$ cat src/pkg/fps_defines.svh
`ifndef FPS_DEFINES_SVH
`define FPS_DEFINES_SVH

// Word-mode unlock addresses and command data
`define FPS_ADDR_UNLOCK1     21'h000555
`define FPS_ADDR_UNLOCK2     21'h0002AA
`define FPS_ADDR_ZERO        21'h000000
`define FPS_DATA_UNLOCK1     16'h00AA
`define FPS_DATA_UNLOCK2     16'h0055
`define FPS_DATA_ENTER_SEC   16'h0088
`define FPS_DATA_AUTOSEL     16'h0090
`define FPS_DATA_PROGRAM     16'h00A0
`define FPS_DATA_EXIT_SEC    16'h0000
`define FPS_DATA_RESET       16'h00F0

// Identification address bits (A0, A1) and sector field A20..A12
`define FPS_ID_A0_POS        0
`define FPS_ID_A1_POS        1
`define FPS_SECT_LSB         12
`define FPS_SECT_MSB         20
`define FPS_ADDR_LOCK_VERIFY 21'h000003
`define FPS_LOCK_BIT_POS     7

// Timing (ns) and clock rate
`define FPS_CLK_MHZ          10
`define FPS_T_WE_NS          100
`define FPS_T_ACC_NS         70
`define FPS_T_HV_SETUP_NS    4000
`define FPS_T_RP_NS          500
`define FPS_SYNC_STAGES      2
`define FPS_WE_CYC  ((`FPS_T_WE_NS * `FPS_CLK_MHZ + 999) / 1000)
`define FPS_RD_CYC  ((`FPS_T_ACC_NS * `FPS_CLK_MHZ + 999) / 1000 + `FPS_SYNC_STAGES)
`define FPS_HV_CYC  ((`FPS_T_HV_SETUP_NS * `FPS_CLK_MHZ + 999) / 1000)
`define FPS_RP_CYC  ((`FPS_T_RP_NS * `FPS_CLK_MHZ + 999) / 1000)

`endif

$ cat src/pkg/fps_pkg.sv
`default_nettype none
package fps_pkg;

   // Host operations
   typedef enum logic [2:0] {
      FPS_OP_READ    = 3'h0,
      FPS_OP_ID_HV   = 3'h1,
      FPS_OP_PROT_HV = 3'h2,
      FPS_OP_ENTER   = 3'h3,
      FPS_OP_EXIT    = 3'h4,
      FPS_OP_PROGRAM = 3'h5,
      FPS_OP_LOCKVER = 3'h6,
      FPS_OP_HWRESET = 3'h7
   } fps_op_t;

   // Sequencer states, Gray along IDLE-PREP-SETUP-STROBE-HOLD
   typedef enum logic [2:0] {
      FPS_ST_IDLE   = 3'h0,
      FPS_ST_PREP   = 3'h1,
      FPS_ST_SETUP  = 3'h3,
      FPS_ST_STROBE = 3'h2,
      FPS_ST_HOLD   = 3'h6,
      FPS_ST_DONE   = 3'h7
   } fps_state_t;

   // One bus cycle of a script
   typedef struct packed {
      logic        rd;
      logic        last;
      logic [20:0] addr;
      logic [15:0] data;
   } fps_step_t;

   // Whole module state
   typedef struct packed {
      fps_state_t  st;
      fps_op_t     op;
      logic [2:0]  idx;
      logic [7:0]  cnt;
      logic [20:0] arg_addr;
      logic [15:0] arg_data;
      logic [20:0] addr;
      logic [15:0] dq;
      logic        dq_oe;
      logic        ce_n;
      logic        oe_n;
      logic        we_n;
      logic        rst_n;
      logic        rst_hv;
      logic        a9_hv;
      logic        guard;
      logic [15:0] sync1;
      logic [15:0] sync2;
      logic [15:0] rdata;
      logic        done;
      logic        ready;
      logic        sec_mapped;
      logic        fac_locked;
   } fps_regs_t;

endpackage
`default_nettype wire

$ cat src/core/fps_host.sv
`include "fps_defines.svh"
`timescale 1ns/100ps
`default_nettype none

module fps_host
   import fps_pkg::*;
#(
   parameter int WE_CYC = `FPS_WE_CYC,
   parameter int RD_CYC = `FPS_RD_CYC,
   parameter int HV_CYC = `FPS_HV_CYC,
   parameter int RP_CYC = `FPS_RP_CYC
) (
   input  wire logic        clock_in,
   input  wire logic        rst_n_in,
   input  wire logic        cmd_valid_in,
   input  wire logic [2:0]  cmd_op_in,
   input  wire logic [20:0] cmd_addr_in,
   input  wire logic [15:0] cmd_data_in,
   input  wire logic        temp_unprotect_in,
   input  wire logic        boot_guard_in,
   input  wire logic [15:0] flash_dq_in,
   output logic             cmd_ready_out,
   output logic             done_out,
   output logic [15:0]      rdata_out,
   output logic             sec_mapped_out,
   output logic             factory_locked_out,
   output logic [20:0]      flash_addr_out,
   output logic [15:0]      flash_dq_out,
   output logic             flash_dq_oe_out,
   output logic             flash_ce_n_out,
   output logic             flash_oe_n_out,
   output logic             flash_we_n_out,
   output logic             flash_reset_n_out,
   output logic             reset_hv_out,
   output logic             a9_hv_out,
   output logic             boot_guard_boost_pin_out
);

   fps_regs_t r_reg;
   fps_regs_t r_next;

   // Build one write step
   function automatic fps_step_t wr(input logic [20:0] a, input logic [15:0] d,
                                    input logic lst);
      fps_step_t s;
      s.rd   = 1'b0;
      s.last = lst;
      s.addr = a;
      s.data = d;
      return s;
   endfunction

   // Build one read step
   function automatic fps_step_t rd(input logic [20:0] a, input logic lst);
      fps_step_t s;
      s.rd   = 1'b1;
      s.last = lst;
      s.addr = a;
      s.data = 16'h0000;
      return s;
   endfunction

   // Bus cycle script per operation; full unlock prefix sent for ENTER, EXIT, PROGRAM and LOCKVER only
   function automatic fps_step_t step_of(input fps_op_t op, input logic [2:0] i,
                                         input logic [20:0] a, input logic [15:0] d);
      fps_step_t   s;
      logic [20:0] ida;
      ida = `FPS_ADDR_ZERO;
      s   = rd(a, 1'b1);
      case (op)
         FPS_OP_ID_HV: begin
            ida[`FPS_ID_A0_POS] = a[`FPS_ID_A0_POS];
            s = rd(ida, 1'b1);
         end
         FPS_OP_PROT_HV: begin
            ida[`FPS_ID_A1_POS] = 1'b1;
            ida[`FPS_SECT_MSB:`FPS_SECT_LSB] = a[`FPS_SECT_MSB:`FPS_SECT_LSB];
            s = rd(ida, 1'b1);
         end
         FPS_OP_READ: begin
            s = rd(a, 1'b1);
         end
         default: begin
            case (i)
               3'h0: s = wr(`FPS_ADDR_UNLOCK1, `FPS_DATA_UNLOCK1, 1'b0);
               3'h1: s = wr(`FPS_ADDR_UNLOCK2, `FPS_DATA_UNLOCK2, 1'b0);
               3'h2: begin
                  case (op)
                     FPS_OP_ENTER:   s = wr(`FPS_ADDR_UNLOCK1, `FPS_DATA_ENTER_SEC, 1'b1);
                     FPS_OP_PROGRAM: s = wr(`FPS_ADDR_UNLOCK1, `FPS_DATA_PROGRAM, 1'b0);
                     default:        s = wr(`FPS_ADDR_UNLOCK1, `FPS_DATA_AUTOSEL, 1'b0);
                  endcase
               end
               3'h3: begin
                  case (op)
                     FPS_OP_PROGRAM: s = wr(a, d, 1'b1);
                     FPS_OP_LOCKVER: s = rd(`FPS_ADDR_LOCK_VERIFY, 1'b0);
                     default:        s = wr(`FPS_ADDR_ZERO, `FPS_DATA_EXIT_SEC, 1'b1);
                  endcase
               end
               // Leave autoselect mode after lock verify
               default: s = wr(`FPS_ADDR_ZERO, `FPS_DATA_RESET, 1'b1);
            endcase
         end
      endcase
      return s;
   endfunction

   // Next-state logic
   always_comb begin
      fps_step_t s;
      r_next       = r_reg;
      s            = step_of(r_reg.op, r_reg.idx, r_reg.arg_addr, r_reg.arg_data);
      r_next.done  = 1'b0;
      // Pin data synchroniser, second stage alone is read
      r_next.sync1 = flash_dq_in;
      r_next.sync2 = r_reg.sync1;
      r_next.guard = boot_guard_in;
      case (r_reg.st)
         FPS_ST_IDLE: begin
            r_next.ready = 1'b1;
            if (cmd_valid_in) begin
               r_next.ready    = 1'b0;
               r_next.op       = fps_op_t'(cmd_op_in);
               r_next.arg_addr = cmd_addr_in;
               r_next.arg_data = cmd_data_in;
               r_next.idx      = 3'h0;
               r_next.cnt      = 8'h00;
               r_next.st       = FPS_ST_PREP;
            end
         end
         FPS_ST_PREP: begin
            // High voltage settle or reset pulse
            r_next.cnt = r_reg.cnt + 8'h01;
            if (r_reg.op == FPS_OP_HWRESET) begin
               r_next.rst_n = 1'b0;
               if (r_reg.cnt >= 8'(RP_CYC - 1)) begin
                  r_next.rst_n = 1'b1;
                  r_next.sec_mapped = 1'b0;
                  r_next.st = FPS_ST_DONE;
               end
            end else if (r_reg.op == FPS_OP_ID_HV || r_reg.op == FPS_OP_PROT_HV) begin
               r_next.a9_hv = 1'b1;
               if (r_reg.cnt >= 8'(HV_CYC - 1)) begin
                  r_next.st = FPS_ST_SETUP;
               end
            end else begin
               r_next.st = FPS_ST_SETUP;
            end
            if (r_next.st == FPS_ST_SETUP) begin
               r_next.cnt = 8'h00;
            end
         end
         FPS_ST_SETUP: begin
            // Address and data settle before strobe
            r_next.addr  = s.addr;
            r_next.dq    = s.data;
            r_next.dq_oe = ~s.rd;
            r_next.ce_n  = 1'b0;
            r_next.cnt   = 8'h00;
            r_next.st    = FPS_ST_STROBE;
         end
         FPS_ST_STROBE: begin
            r_next.cnt = r_reg.cnt + 8'h01;
            if (s.rd) begin
               r_next.oe_n = 1'b0;
               // Data reaches stage two only RD_CYC - 1 edges after OE falls, RD_CYC edges after strobe entry
               if (r_reg.cnt >= 8'(RD_CYC)) begin
                  r_next.rdata = r_reg.sync2;
                  if (r_reg.op == FPS_OP_LOCKVER) begin
                     r_next.fac_locked = r_reg.sync2[`FPS_LOCK_BIT_POS];
                  end
                  r_next.oe_n = 1'b1;
                  r_next.st   = FPS_ST_HOLD;
               end
            end else begin
               // OE held high while WE low
               r_next.oe_n = 1'b1;
               r_next.we_n = 1'b0;
               // Low for exactly WE_CYC cycles before release
               if (r_reg.cnt >= 8'(WE_CYC)) begin
                  r_next.we_n = 1'b1;
                  r_next.st   = FPS_ST_HOLD;
               end
            end
         end
         FPS_ST_HOLD: begin
            // Data held one cycle past strobe release
            r_next.ce_n  = 1'b1;
            r_next.dq_oe = 1'b0;
            r_next.idx   = r_reg.idx + 3'h1;
            r_next.st    = s.last ? FPS_ST_DONE : FPS_ST_SETUP;
         end
         FPS_ST_DONE: begin
            r_next.a9_hv = 1'b0;
            r_next.done  = 1'b1;
            if (r_reg.op == FPS_OP_ENTER) begin
               r_next.sec_mapped = 1'b1;
            end else if (r_reg.op == FPS_OP_EXIT) begin
               r_next.sec_mapped = 1'b0;
            end
            r_next.st = FPS_ST_IDLE;
         end
         default: begin
            r_next.st = FPS_ST_IDLE;
         end
      endcase
      // high voltage never during pin reset
      r_next.rst_hv = temp_unprotect_in & r_next.rst_n;
   end

   // State register; strobes idle high from reset on
   always_ff @(posedge clock_in or negedge rst_n_in) begin
      if (!rst_n_in) begin
         r_reg            <= '0;
         r_reg.st         <= FPS_ST_IDLE;
         r_reg.op         <= FPS_OP_READ;
         r_reg.ce_n       <= 1'b1;
         r_reg.oe_n       <= 1'b1;
         r_reg.we_n       <= 1'b1;
         r_reg.rst_n      <= 1'b1;
      end else begin
         r_reg <= r_next;
      end
   end

   // Outputs straight from the state register
   assign cmd_ready_out            = r_reg.ready;
   assign done_out                 = r_reg.done;
   assign rdata_out                = r_reg.rdata;
   assign sec_mapped_out           = r_reg.sec_mapped;
   assign factory_locked_out       = r_reg.fac_locked;
   assign flash_addr_out           = r_reg.addr;
   assign flash_dq_out             = r_reg.dq;
   assign flash_dq_oe_out          = r_reg.dq_oe;
   assign flash_ce_n_out           = r_reg.ce_n;
   assign flash_oe_n_out           = r_reg.oe_n;
   assign flash_we_n_out           = r_reg.we_n;
   assign flash_reset_n_out        = r_reg.rst_n;
   assign reset_hv_out             = r_reg.rst_hv;
   assign a9_hv_out                = r_reg.a9_hv;
   assign boot_guard_boost_pin_out = r_reg.guard;

endmodule
`default_nettype wire

$ cat config.mk
export PLATFORM = sky130hd
export DESIGN_NAME = fps_host
export DESIGN_NICKNAME = d
export VERILOG_FILES = /design/src/pkg/fps_pkg.sv /design/src/core/fps_host.sv
export VERILOG_INCLUDE_DIRS = /design/src /design/src/pkg
export SDC_FILE = /design/constraint.sdc
export NUM_CORES = 1
export LEC_CHECK = 0
export BUFFER_PORTS_ARGS = -buffer_cell sky130_fd_sc_hd__buf_4
export CAP_MARGIN = 20
export CORE_ASPECT_RATIO = 1.75
export CORE_UTILIZATION = 55
export CTS_CLUSTER_SIZE = 28
export DETAILED_ROUTE_END_ITERATION = 6
export GPL_ROUTABILITY_DRIVEN = 1
export GPL_TIMING_DRIVEN = 0
export PLACE_DENSITY_LB_ADDON = 0.08
export REMOVE_ABC_BUFFERS = 1
export SYNTH_ARGS = -nofsm -noshare
export SYNTH_HDL_FRONTEND = slang
export SYNTH_SLANG_ARGS = --single-unit
export TNS_END_PERCENT = 1
$ cat constraint.sdc
create_clock -name clock_in -period 2.45 [get_ports clock_in]
set_clock_uncertainty 0.05 [all_clocks]
set_input_delay 0.1225 -clock clock_in [delete_from_list [all_inputs] [get_ports clock_in]]
set_output_delay 0.1225 -clock clock_in [all_outputs]
set_load 0.01 [all_outputs]
==> results by group <==
Status
  – Status: complete, but fails checks
  – Failing checks: DRC

Yosys
  – Cell Area, Synth: 6590 sq um
  – Sequential share of the synthesized area: 0.574
  – FFs w/ async S/R, synth: 1.00
  – EDFF count, synth: 0
  – Top_reg_cell synth: dfrtp_1
  – Ys Warns: 0
  – FF+latch count, synth: roughly 150
  – Unique masters post-synth: 56
  – Syn_area_per_cell: 11.8 sq um
  – Mapped Cells: 561

Cells and area
  – Max FFs per register: 70
  – Layout area overhead: 28.4%
  – Fin nets: 761
  – Layout Cells excl Fill: ~840
  – Most frequent cells in the layout: dfrtp_1 (146), buf_4 (124), dlygate4sd3_1 (60)
  – Commonest non-fill, non-tap cell in the layout: dfrtp_1
  – Layout cell share with drive strength beyond 1: 0.347
  – Final instance area: 8470 sq um
  – Fill cells: 793
  – N_diodes: 0

Route
  – DR WL/cell: 16.7 microns
  – Initial DRC Count: 208
  – Drt via density: 5.41
  – DRT antenna net count: 0
  – Final WL: around 14000 microns
  – First drt pass iteration count: 7
  – Remaining DRCs: 12
  – Via Count: 4541

Worst setup path
  – Terminus of the critical flop-to-flop path: factory_locked_out$_DFFE_PN0P_
  – CP Cell Sequence: ha_1 -> ha_2 -> nand2_1 -> a21oi_4 -> o211ai_4 -> nor2_1 -> mux2_2
  – Crit start category: flop
  – CP Max Fanout: 17
  – Reg2reg path depth: 7
  – Crit path DAT: 2.57 ns
  – Slowest-stage cell, CP: dfrtp_1
  – Worst reg2reg path startpoint: r_reg[143]$_DFFE_PN0P_
  – Max stage delay on crit path: 0.43 ns
  – FF-to-FF setup slack: 0.13 ns
  – Worst Setup End Kind: flop
  – Critical path type: flop to flop
  – Worst EP required: 2.70 ns

STA
  – Slew HR: 0.472
  – Least-Margin Pin Slew: ~0.79 ns
  – Slew Limit Fails: 0
  – Min Tclk post-route: 2.32 ns
  – Tcrit/Tclk final: 0.948
  – Final Hold Fails: 0
  – Setup Viol. Count Final: 0
  – Unrepaired setup endpoints after global routing: yes
  – Sum Neg Setup Slack: 0 ns
  – Worst setup slack after layout: 0.126 ns
  – Achievable Freq: 430 MHz

Power and ir drop
  – Worst VDD drop: 616 uV
  – PwrDens: 1170 nW/um^2
  – Leak Pwr: 3.96 nW

CTS
  – CTS H-Tree Depth: 4
  – Inserted Clock Buffers: 17
  – Reg clk slew, reported paths: 0.06 ns
  – Longest Clk Path Bufs: 2
  – CTS tree: yes
  – Post-CTS Setup Inserts: 0
  – Clk_lat worst skew: 0.41 ns
  – CTS Sinks: 151
  – CTS Root Cell: clkbuf_16

Global routing
  – Vias in the first global route: roughly 4700
  – Pin count of the biggest net entering global routing: 91
  – GRT overflow: 0
  – Global Route Usage Sum: 0.242
  – Initial antenna violation count: 0
  – First-pass GRT wire length: 23400 microns

Die
  – Core Region: around 12000 sq um
  – IO Pins: 126
  – Die width: 84.8 microns
  – Die Span Y: approximately 150 microns
  – Die area: approximately 12000 sq um
  – Initial Utilization: 0.566
  – Row cnt: 52

Place
  – Gpl congestion: 0.774
  – DP HPWL: 9200 microns
  – Dpl cell area: between 7000 and 8000 sq um
  – Pre-CTS WS: -0.112 ns
  – PortBufs: 125
  – Placed cells: 747

Worst hold path
  – Worst hold path class: primary input to asynchronous set/reset pin

Flow run
  – MaxCap Viol Count: 0
cells in the mapped netlist (8+ instances only):
library cell  instances  share of area
a22o_1               11          0.015
ha_1                  9          0.017
dfrtp_1             147           0.56
o31ai_1               8         0.0091
nor2b_1               9         0.0085
a21oi_1              27          0.020
nand3_1              19          0.014
inv_1                11         0.0063
nor2_1               28          0.016
clkbuf_1             13         0.0074
nand2_1              51          0.029
o21ai_0              25          0.019
mux2_2               57          0.097
buf_4                53          0.060
buf_2                 9         0.0068
repair_timing:
action	in CTS	in global routing
hold endpoints to repair	118	0
pin swaps	1	1
resized for setup	3	8
endpoints found under the setup margin	12	18
hold buffers	60	0
how the worst max path moves through the flow:
stage                           startpoint                              to  slack (ns)  cells past startpoint
CTS                 r_reg[145]$_DFFE_PN0P_  flash_addr_out[16]$_DFFE_PN0P_      0.0004                      5
detailed placement  r_reg[149]$_DFFE_PN0P_     flash_dq_out[0]$_DFFE_PN0P_       -0.11                      4
floorplan           r_reg[149]$_DFFE_PN0P_          r_reg[100]$_DFFE_PN0P_       -1.07                      2
global placement    r_reg[149]$_DFFE_PN0P_          r_reg[131]$_DFFE_PN0P_       -2.53                      2
global route        r_reg[134]$_DFFE_PN0P_          r_reg[138]$_DFFE_PN0P_       -0.03                      6
finish              r_reg[143]$_DFFE_PN0P_  factory_locked_out$_DFFE_PN0P_        0.13                      7
routing by layer:
layer,up-vias,GRT usage,wire (microns)
li1,2159,-,-
met1,2240,0.278,5490
met2,118,0.441,7710
met3,24,0.0517,578
met4,0,0.0873,249
met5,-,0,0
worst max-delay path: cells and delay by family (launching register included):
kind                       cells  cell delay (ns)
DFF                            1             0.43
adders and majority gates      2             0.47
AOI/OAI and AO/OA              2             0.57
muxes                          1             0.35
and+or+nand+nor                2             0.34
power by group:
part	leakage [nW]	switching (mW)	internal [mW]	total [mW]
registers	1.88	0.687	3.33	4.01
clock network	0.267	1.07	1.42	2.49
logic	1.82	1.67	1.71	3.38
total	3.96	3.43	6.45	9.88
final cells by class:
| cell class | count | area [sq um] | share of cell area |
|---|---|---|---|
| sequential | 151 | 3780 | 0.447 |
| multi-input combinational | 320 | 2280 | 0.270 |
| timing repair buffer | 190 | 1620 | 0.192 |
| clock buffer | 18 | 429 | 0.0507 |
| tap | 135 | 169 | 0.0199 |
| clock inverter | 14 | 138 | 0.0163 |
| inverter | 11 | 41.3 | 0.00488 |
stage by stage:
step / power, mW / utilization / hold WS [ns]
3_3_place_gp: 7.12 / 0.616 / 0.182
2_1_floorplan: 5.90 / - / -0.223
4_1_cts: 9.95 / 0.726 / 0.210
3_5_place_dp: 7.32 / 0.624 / 0.0940
6_report: 9.88 / 0.727 / 0.203
5_1_grt: 10.5 / 0.727 / 0.247
kinds of logic after synthesis:
kind of cell,count (synthesis),share of synthesized area
buffers and inverters,90,0.0854
muxes,59,0.101
xor gates and xnor gates,1,0.00133
AOI/OAI and AO/OA,110,0.119
adders and majority gates,9,0.0171
and+or+nand+nor,141,0.102
DFF,151,0.574
No activity file was read; power rests on OpenSTA's default activity.
